## config.mk

```make
export PLATFORM = sky130hd
export DESIGN_NAME = programmable_output_logic
export DESIGN_NICKNAME = d
export VERILOG_FILES = /design/src/rtl/out_logic_pkg.sv /design/src/rtl/programmable_output_logic.sv
export SDC_FILE = /design/constraint.sdc
export NUM_CORES = 2
export LEC_CHECK = 0
export BUFFER_PORTS_ARGS = -buffer_cell sky130_fd_sc_hd__buf_4
export CAP_MARGIN = 15
export CORE_AREA = 2 2 310 312
export CTS_BUF_LIST = sky130_fd_sc_hd__clkbuf_16
export CTS_CLUSTER_DIAMETER = 40
export DETAILED_ROUTE_END_ITERATION = 16
export DIE_AREA = 0 0 312 314
export PLACE_DENSITY = 0.69
export SYNTH_ARGS = -nofsm -noshare
export SYNTH_HDL_FRONTEND = slang
export SYNTH_SLANG_ARGS = --single-unit
```

## constraint.sdc

```tcl
create_clock -name i_clk -period 7.9 [get_ports i_clk]
set_input_delay 0.79 -clock i_clk [delete_from_list [all_inputs] [get_ports i_clk]]
set_output_delay 0.79 -clock i_clk [all_outputs]
set_load 0.005 [all_outputs]
```

## src/rtl/out_logic_pkg.sv

```systemverilog
// constants for the programmable output logic block
package out_logic_pkg;
  // configuration payload length and index width
  localparam int CFG_BYTES = 54;
  localparam logic [5:0] CFG_LAST_IDX = 6'h35;
  localparam logic [5:0] CFG_LEN = 6'h36;
  // payload indices of the header bytes
  localparam int IDX_PIN_CFG = 0;
  localparam int IDX_FLAGS = 1;
  localparam int IDX_HIRES = 2;
  localparam int IDX_MSEC = 3;
  localparam int IDX_PATH0_CFG = 4;
  localparam int IDX_PATH1_CFG = 5;
  // base index of each path's mask block
  localparam int IDX_PATH0_BASE = 6;
  localparam int IDX_PATH1_BASE = 30;
  // offsets inside a path block (second path lands on 0x2a/0x2e/0x32)
  localparam int OFS_STAT_MASK = 0;
  localparam int OFS_STAT_INV = 4;
  localparam int OFS_IN_MASK = 8;
  localparam int OFS_IN_INV = 12;
  localparam int OFS_OUT_MASK = 16;
  localparam int OFS_OUT_INV = 20;
  // second path register offsets
  localparam logic [7:0] SECOND_PATH_INPUT_INVERSION_MASK = 8'h2a;
  localparam logic [7:0] SECOND_PATH_OUTPUT_MASK = 8'h2e;
  localparam logic [7:0] SECOND_PATH_OUTPUT_MASK_RESERVED = 8'h30;
  localparam logic [7:0] SECOND_PATH_OUTPUT_INVERSION_MASK = 8'h32;
  localparam logic [7:0] SECOND_PATH_OUTPUT_INVERSION_RESERVED = 8'h34;
  // flag byte bits
  localparam int FLAG_ASSERT_DLY = 0;
  localparam int FLAG_DEASSERT_DLY = 1;
  localparam int FLAG_INVERT_OR = 2;
  localparam int FLAG_IGNORE_IN = 3;
  // path configuration byte fields
  localparam int PCFG_INVERT = 7;
  localparam int PCFG_SM_EN = 6;
  localparam int PCFG_TYPE_MSB = 5;
  // pin configuration mode field and the rejected input mode
  localparam int PIN_MODE_MSB = 7;
  localparam int PIN_MODE_LSB = 6;
  localparam logic [1:0] PIN_MODE_INPUT = 2'h0;
  // timing
  localparam int CLK_PERIOD_NS = 40;
  localparam int HIRES_UNIT_NS = 100000;
  localparam int MSEC_UNIT_NS = 1000000;
  localparam int HIRES_CYCLES = HIRES_UNIT_NS / CLK_PERIOD_NS;
  localparam int MSEC_CYCLES = MSEC_UNIT_NS / CLK_PERIOD_NS;
endpackage : out_logic_pkg

```

## src/rtl/programmable_output_logic.sv

```systemverilog
// programmable output logic: two and paths, or stage, delay filter
// Summary of operation
// - reject configuration selecting input pin mode
// - delay assertion when assert delay enabled
// - delay deassertion when deassert delay enabled
// - invert or-stage result when bit set
// - ignore input changes while delay pending
// - invert an and path result when set
// - state machine mode uses one path at a time
// - state machine mode starts on path 0
// - high resolution delay is count times 100us
// - millisecond byte delays output updates
// - changes shorter than delay are filtered unless ignore is set
// - path byte: invert, type; sm enable in path 0 byte only
// - input mask bit includes that input
// - status mask bit includes that page
// - other outputs used by logical state
`timescale 1ns/1ps
module programmable_output_logic #(
  parameter int N_TYPES = 19,
  parameter int MSEC_CYC = out_logic_pkg::MSEC_CYCLES
) (
  input wire logic i_clk,
  input wire logic i_rst_b,
  input wire logic i_cmd_start,
  input wire logic i_cmd_byte_valid,
  input wire logic [7:0] i_cmd_byte,
  input wire logic i_cmd_stop,
  input wire logic [31:0] i_logic_input,
  input wire logic [15:0] i_logic_output_state,
  input wire logic [N_TYPES*32-1:0] i_rail_status,
  output logic o_cmd_ack,
  output logic o_not_acknowledge,
  output logic o_logic_output,
  output logic o_delay_pending,
  output logic o_active_path,
  output logic [7:0] o_pin_config
);

  typedef struct packed {
    logic [out_logic_pkg::CFG_BYTES*8-1:0] shadow;
    logic [out_logic_pkg::CFG_BYTES*8-1:0] cfg;
    logic [5:0] idx;
    logic overflow;
    logic ack;
    logic not_acknowledge;
    logic [31:0] in_meta;
    logic [31:0] in_sync;
    logic out;
    logic pend;
    logic latched;
    logic [31:0] cnt;
    logic use_p1;
  } state_t;

  state_t s;
  state_t next_s;

  // byte and word fields out of a payload image, least byte first
  function automatic logic [7:0] get8(
    input logic [out_logic_pkg::CFG_BYTES*8-1:0] img, input int idx);
    return img[idx*8 +: 8];
  endfunction : get8

  function automatic logic [31:0] get32(
    input logic [out_logic_pkg::CFG_BYTES*8-1:0] img, input int idx);
    return img[idx*8 +: 32];
  endfunction : get32

  // one and path: every masked term, after its own inversion
  function automatic logic and_path(
    input logic [out_logic_pkg::CFG_BYTES*8-1:0] img,
    input int base,
    input logic [31:0] stat,
    input logic [31:0] pins,
    input logic [15:0] outs);
    logic [31:0] sm;
    logic [31:0] si;
    logic [31:0] im;
    logic [31:0] ii;
    logic [15:0] om;
    logic [15:0] oi;
    sm = get32(img, base + out_logic_pkg::OFS_STAT_MASK);
    si = get32(img, base + out_logic_pkg::OFS_STAT_INV);
    im = get32(img, base + out_logic_pkg::OFS_IN_MASK);
    ii = get32(img, base + out_logic_pkg::OFS_IN_INV);
    om = 16'(get32(img, base + out_logic_pkg::OFS_OUT_MASK));
    oi = 16'(get32(img, base + out_logic_pkg::OFS_OUT_INV));
    return (&(~sm | (stat ^ si))) &
           (&(~im | (pins ^ ii))) &
           (&(~om | (outs ^ oi)));
  endfunction : and_path

  // status vector for a path's selected type; unknown types read false
  function automatic logic [31:0] sel_status(
    input logic [N_TYPES*32-1:0] all, input logic [7:0] pcfg);
    int t;
    t = int'(pcfg[out_logic_pkg::PCFG_TYPE_MSB:0]);
    if (t < N_TYPES) begin
      return all[t*32 +: 32];
    end
    return 32'h0;
  endfunction : sel_status

  logic [7:0] pin_cfg;
  logic [7:0] flags;
  logic [7:0] p0_cfg;
  logic [7:0] p1_cfg;
  logic p0;
  logic p1;
  logic sm_mode;
  logic combined;
  logic target;
  logic dly_en;
  logic ignore_in;
  logic [31:0] total;
  logic bad_cmd;
  logic [7:0] shadow_pin;

  // decode the live configuration and evaluate both paths
  always_comb begin
    pin_cfg = get8(s.cfg, out_logic_pkg::IDX_PIN_CFG);
    flags = get8(s.cfg, out_logic_pkg::IDX_FLAGS);
    p0_cfg = get8(s.cfg, out_logic_pkg::IDX_PATH0_CFG);
    p1_cfg = get8(s.cfg, out_logic_pkg::IDX_PATH1_CFG);
    p0 = and_path(s.cfg, out_logic_pkg::IDX_PATH0_BASE,
                  sel_status(i_rail_status, p0_cfg), s.in_sync,
                  i_logic_output_state)
         ^ p0_cfg[out_logic_pkg::PCFG_INVERT];
    p1 = and_path(s.cfg, out_logic_pkg::IDX_PATH1_BASE,
                  sel_status(i_rail_status, p1_cfg), s.in_sync,
                  i_logic_output_state)
         ^ p1_cfg[out_logic_pkg::PCFG_INVERT];
    sm_mode = p0_cfg[out_logic_pkg::PCFG_SM_EN];
    // one path at a time in state machine mode, otherwise or of both
    combined = sm_mode ? (s.use_p1 ? p1 : p0) : (p0 | p1);
    target = combined ^ flags[out_logic_pkg::FLAG_INVERT_OR];
    dly_en = target ? flags[out_logic_pkg::FLAG_ASSERT_DLY]
                    : flags[out_logic_pkg::FLAG_DEASSERT_DLY];
    ignore_in = flags[out_logic_pkg::FLAG_IGNORE_IN];
    // 32 bits hold the worst case 255 * 2500 + 255 * 25000 cycles
    total = 32'(get8(s.cfg, out_logic_pkg::IDX_HIRES)) *
            32'(out_logic_pkg::HIRES_CYCLES) +
            32'(get8(s.cfg, out_logic_pkg::IDX_MSEC)) * 32'(MSEC_CYC);
    shadow_pin = get8(s.shadow, out_logic_pkg::IDX_PIN_CFG);
    // a pin mode of input refuses the whole block
    bad_cmd = s.overflow || (s.idx != out_logic_pkg::CFG_LEN) ||
              (shadow_pin[out_logic_pkg::PIN_MODE_MSB:
                          out_logic_pkg::PIN_MODE_LSB]
               == out_logic_pkg::PIN_MODE_INPUT);
  end

  // next state: command capture, input sync, path select, delay filter
  always_comb begin
    next_s = s;
    next_s.ack = 1'b0;
    next_s.not_acknowledge = 1'b0;
    next_s.in_meta = i_logic_input;
    next_s.in_sync = s.in_meta;
    if (i_cmd_start) begin
      next_s.idx = 6'h0;
      next_s.overflow = 1'b0;
    end else if (i_cmd_byte_valid) begin
      if (s.idx <= out_logic_pkg::CFG_LAST_IDX) begin
        next_s.shadow[s.idx*8 +: 8] = i_cmd_byte;
        next_s.idx = s.idx + 6'h1;
      end else begin
        next_s.overflow = 1'b1;
      end
    end
    // a rejected block leaves the live configuration untouched
    if (i_cmd_stop && !i_cmd_start) begin
      if (bad_cmd) begin
        next_s.not_acknowledge = 1'b1;
      end else begin
        next_s.cfg = s.shadow;
        next_s.ack = 1'b1;
      end
    end
    // after a true result stay on path 0, after false move to path 1
    next_s.use_p1 = sm_mode && !target;
    if (!s.pend) begin
      if (target != s.out) begin
        if (dly_en && total != 32'h0) begin
          next_s.pend = 1'b1;
          next_s.latched = target;
          next_s.cnt = total - 32'h1;
        end else begin
          next_s.out = target;
        end
      end
    end else if (!ignore_in && target == s.out) begin
      next_s.pend = 1'b0;
    end else if (s.cnt == 32'h0) begin
      // with ignore set the value seen at the start is applied
      next_s.out = ignore_in ? s.latched : target;
      next_s.pend = 1'b0;
    end else begin
      next_s.cnt = s.cnt - 32'h1;
    end
  end

  // single state register, synchronous active low reset
  always_ff @(posedge i_clk) begin
    if (!i_rst_b) begin
      s <= '0;
    end else begin
      s <= next_s;
    end
  end

  assign o_cmd_ack = s.ack;
  assign o_not_acknowledge = s.not_acknowledge;
  assign o_logic_output = s.out;
  assign o_delay_pending = s.pend;
  assign o_active_path = s.use_p1;
  assign o_pin_config = pin_cfg;

  a_not_acknowledge_input_mode: assert property (@(posedge i_clk) disable iff (!i_rst_b)
    i_cmd_stop && !i_cmd_start && shadow_pin[7:6] == 2'h0
    |=> o_not_acknowledge && !o_cmd_ack && $stable(s.cfg))
    else $error("input pin mode not refused");
  a_assert_waits: assert property (@(posedge i_clk) disable iff (!i_rst_b)
    !s.pend && target && !s.out && flags[0] && total > 32'h1
    |=> s.pend && !o_logic_output ##1 !o_logic_output)
    else $error("assert delay skipped");
  a_deassert_waits: assert property (@(posedge i_clk) disable iff (!i_rst_b)
    !s.pend && !target && s.out && flags[1] && total > 32'h1
    |=> o_logic_output && s.pend)
    else $error("deassert delay skipped");
  a_no_delay_follow: assert property (@(posedge i_clk) disable iff (!i_rst_b)
    !s.pend && target != s.out && !dly_en
    |=> o_logic_output == $past(target))
    else $error("undelayed output did not follow");
  a_ignore_applies: assert property (@(posedge i_clk) disable iff (!i_rst_b)
    s.pend && ignore_in && s.cnt == 32'h0
    |=> !s.pend && o_logic_output == $past(s.latched))
    else $error("latched value not applied");
  a_short_filtered: assert property (@(posedge i_clk) disable iff (!i_rst_b)
    s.pend && !ignore_in && target == s.out
    |=> !s.pend && $stable(o_logic_output))
    else $error("short change reached output");
  a_sm_path_select: assert property (@(posedge i_clk) disable iff (!i_rst_b)
    sm_mode |=> o_active_path == !$past(target))
    else $error("wrong path in state machine mode");
  a_sm_start_p0: assert property (@(posedge i_clk) disable iff (!i_rst_b)
    !sm_mode |=> !o_active_path)
    else $error("path 1 selected outside state machine mode");
  a_delay_count: assert property (@(posedge i_clk) disable iff (!i_rst_b)
    !s.pend && target != s.out && dly_en && total != 32'h0
    |=> s.cnt == $past(total) - 32'h1)
    else $error("delay count not loaded from configuration");

endmodule : programmable_output_logic

```

==> run_results.csv <==
group,metric,value,unit
worst_setup_path,crit_top_cell,"ha_1",
worst_setup_path,worstSetupPathType,"register to register",
logic_synthesis,synth-edff-count,0,
clock_tree,cts-root-buf,"clkbuf_16",
clock_tree,cts_buffers,103,
timing,max_freq,136,MHz
placed_design,dp.cells,7126,
die,core_area,0.0944,mm^2
timing,hold_ws,0.300,ns
drt,detail_route.wl_per_cell,27.4,um
cells_and_area,fin_area,0.0564,mm^2
worst_setup_path,crit_path_end_kind,"register",
cells_and_area,drive_gt1_frac,0.208,
timing,setup_viol,0,
clock_tree,clock_latency,0.70,ns
flow_run,maxCapViolations,0,
cells_and_area,multi_input_area,0.0283,mm^2
die,die_x,312,um
drt,drtIter0Drc,6207,
placed_design,port_buffers,681,
drt,ant_nets,0,
timing,period_share,0.933,
logic_synthesis,ys_seq_area_frac,0.355,
drt,drc_errors,0,
global_routing,first_global_vias,42600,
worst_setup_path,path_max_fanout,25,
timing,finalSetupTns,0,ns
logic_synthesis,async_flop_share,0,
cells_and_area,area_delta_synth_final,19.7,%
drt,dr_total_vias,46000,
logic_synthesis,syn_inst,5537,
global_routing,grt_max_degree,215,
logic_synthesis,syn-num-nets,6348,
drt,routed_via_density,6.24,
die,row_count,113,
timing,slew-limit-headroom,0.0720,
logic_synthesis,syn_area_per_cell,8.50,um^2
logic_synthesis,syn-cell-area,0.0471,mm^2
worst_setup_path,required,8.46,ns
clock_tree,htreeDepth,3,
clock_tree,hold_buffers,0,
worst_setup_path,startpoint,"s[137]",
clock_tree,cts_tree,"yes",
placed_design,placed_cell_area,0.0526,mm^2
logic_synthesis,synth_top_flop_cell,"dfxtp_1",
worst_setup_path,startpoint_type,"register",
global_routing,antenna_found_initial,51,
drt,drt_wl_total,202000,um
placed_design,place_ws,0.369,ns
clock_tree,clock_path_buffers,3,
placed_design,globalplace.congestion,0.996,
cells_and_area,regArea,0.0167,mm^2
timing,rsz0062_at_grt,"no",
cells_and_area,instances_no_fill,7367,
status,outcome,"finished, final reports clean",
placed_design,dp_hpwl,152000,um
timing,hold_viol,0,
global_routing,grt_pass1_wl,287000,um
clock_tree,clkTransAtPathRegs,0.06,ns
logic_synthesis,ys_types,93,
timing,worstMarginPinSlew,1.39,ns
timing,fin_skew,0.0596,ns
die,dieArea,0.0980,mm^2
global_routing,overflow,0,
timing,fin_ws,0.525,ns
clock_tree,cts_resized,0,
power,vdd_drop_max,0.180,mV
power,p_leak,20.2,nW
drt,first_pass_iters,6,
worst_setup_path,worst_path_largest_cell_delay,0.68,ns
worst_setup_path,crit_slowest_cell,"a2111oi_1",
logic_synthesis,ys_ff_latch,835,
worst_setup_path,arrival,7.94,ns
global_routing,grt.total_usage,0.394,
worst_setup_path,crit_family,"compound AO/OA/AOI/OAI gates",
die,ios,682,
min_path,min_from,"i_logic_input[16]",
clock_tree,cts_sinks,835,
timing,finalMaxSlewViolations,0,
min_path,hold_path_class,"input pin to register",
worst_setup_path,critPathBufInv,4,
clock_tree,post_cts_buffers,0,
die,start_util,0.498,
cells_and_area,fill_cells,8485,
die,die_height,314,um
power,p_per_area,176,mW/mm^2
logic_synthesis,yosysWarnings,0,
timing,period_minus_slack,7.37,ns
cells_and_area,final_nets,6780,
worst_setup_path,r2r_start,"s[137]",
[flip-flops by register name, summed over array words and instances (netlist names)]
| register | count |
|---|---|
| p0_cfg | 8 |
| next_s | 32 |
| o_delay_pending | 1 |
| o_cmd_ack | 1 |
| o_pin_config | 8 |
| s | 771 |
| flags | 4 |
| o_logic_output | 1 |
| o_active_path | 1 |
| o_not_acknowledge | 1 |
| p1_cfg | 7 |
[report_power, final]
group          internal [W]  switching, W  leakage (nW)
Sequential          0.00423     0.0000198          6.74
Combinational      0.000381      0.000448          11.7
Clock               0.00287       0.00199          1.77
Total               0.00748       0.00246          20.2
[metal layers]
| layer | GRT usage | vias up | part of all wire |
|---|---|---|---|
| met3 | 0.0954 | 511 | 0.11 |
| met2 | 0.614 | 2653 | 0.45 |
| met1 | 0.495 | 22100 | 0.37 |
| met4 | 0.241 | 18 | 0.066 |
| li1 | - | 20600 | - |
| met5 | 0 | - | 0.0015 |
[metrics by stage]
step	total power (W)	utilization
floorplan	0.00465	-
global placement	0.00514	0.557
detailed placement	0.00514	0.557
CTS	0.00994	0.595
global route	0.0102	0.596
finish	0.00994	0.597
[cell families after synthesis]
kind of cell	Yosys count	share of synthesized area
adders and majority gates	142	0.0417
buffers and inverters	500	0.0476
AOI/OAI and AO/OA	1241	0.153
DFF	835	0.355
xor gates and xnor gates	204	0.0382
and+or+nand+nor	2170	0.203
muxes	445	0.162
[synth_stat cells, types with 22 or more instances]
cell type,number,share of area
a211oi_1,23,0.0037
a21oi_1,828,0.088
a22oi_1,78,0.012
and2_1,81,0.011
buf_2,56,0.0060
buf_4,23,0.0037
buf_6,24,0.0057
clkbuf_1,315,0.025
dfxtp_1,835,0.36
fa_1,25,0.011
ha_1,117,0.031
inv_1,73,0.0058
mux2i_1,174,0.037
mux4_2,249,0.12
nand2_1,1047,0.083
nand2b_1,43,0.0057
nand3_1,154,0.016
nand4_1,54,0.0072
nor2_1,407,0.032
nor3_1,224,0.024
nor4_1,68,0.0090
o21ai_0,85,0.0090
o22ai_1,28,0.0037
o32ai_1,22,0.0041
xnor2_1,153,0.028
xor2_1,50,0.0093
[layout by cell type, fill, tap and decap left out, types with 54 or more instances in the layout]
cell,count
nand2_1,1046
a21oi_1,828
dfxtp_1,828
buf_4,740
nor2_1,405
mux4_2,249
nor3_1,219
mux2i_1,174
nand3_1,154
xnor2_1,151
ha_1,117
clkbuf_16,104
o21ai_0,85
inv_1,83
and2_1,81
a22oi_1,78
nor4_1,64
nand4_1,54
[worst reg2reg max path, cell delays in order, from the launching register on]
cell       delay (ns)
dfxtp_1          0.43
ha_1             0.30
ha_1             0.30
inv_1            0.05
fa_1             0.47
inv_1            0.04
fa_1             0.45
ha_1             0.33
a21oi_1          0.27
o21ai_0          0.23
a2111oi_1        0.68
o31a_1           0.29
xnor2_1          0.10
ha_1             0.40
nand3_1          0.18
nor3_1           0.27
a21oi_1          0.13
a31oi_1          0.31
a21bo_2          0.19
a21oi_1          0.11
a41oi_2          0.35
nand3_1          0.27
mux2i_2          0.28
buf_12           0.21
nor2_4           0.06
buf_4            0.25
o32ai_1          0.33
[final timing paths]
path / cells past startpoint / endpoint / slack, ns
worst max-delay path: 26 / s[11] / 0.53
worst min-delay path: 2 / next_s[52] / 0.30
worst max register to register: 26 / s[11] / 0.53
worst min register to register: 1 / s[37] / 0.41
[cell type report]
class,instances,share of cell area
tap,1265,0.0281
sequential,835,0.297
clock buffer,104,0.0462
inverter,74,0.00506
clock inverter,89,0.0170
antenna,45,0.00200
multi-input combinational,4203,0.502
timing repair buffer,752,0.103
No activity file was read; power rests on OpenSTA's default activity.
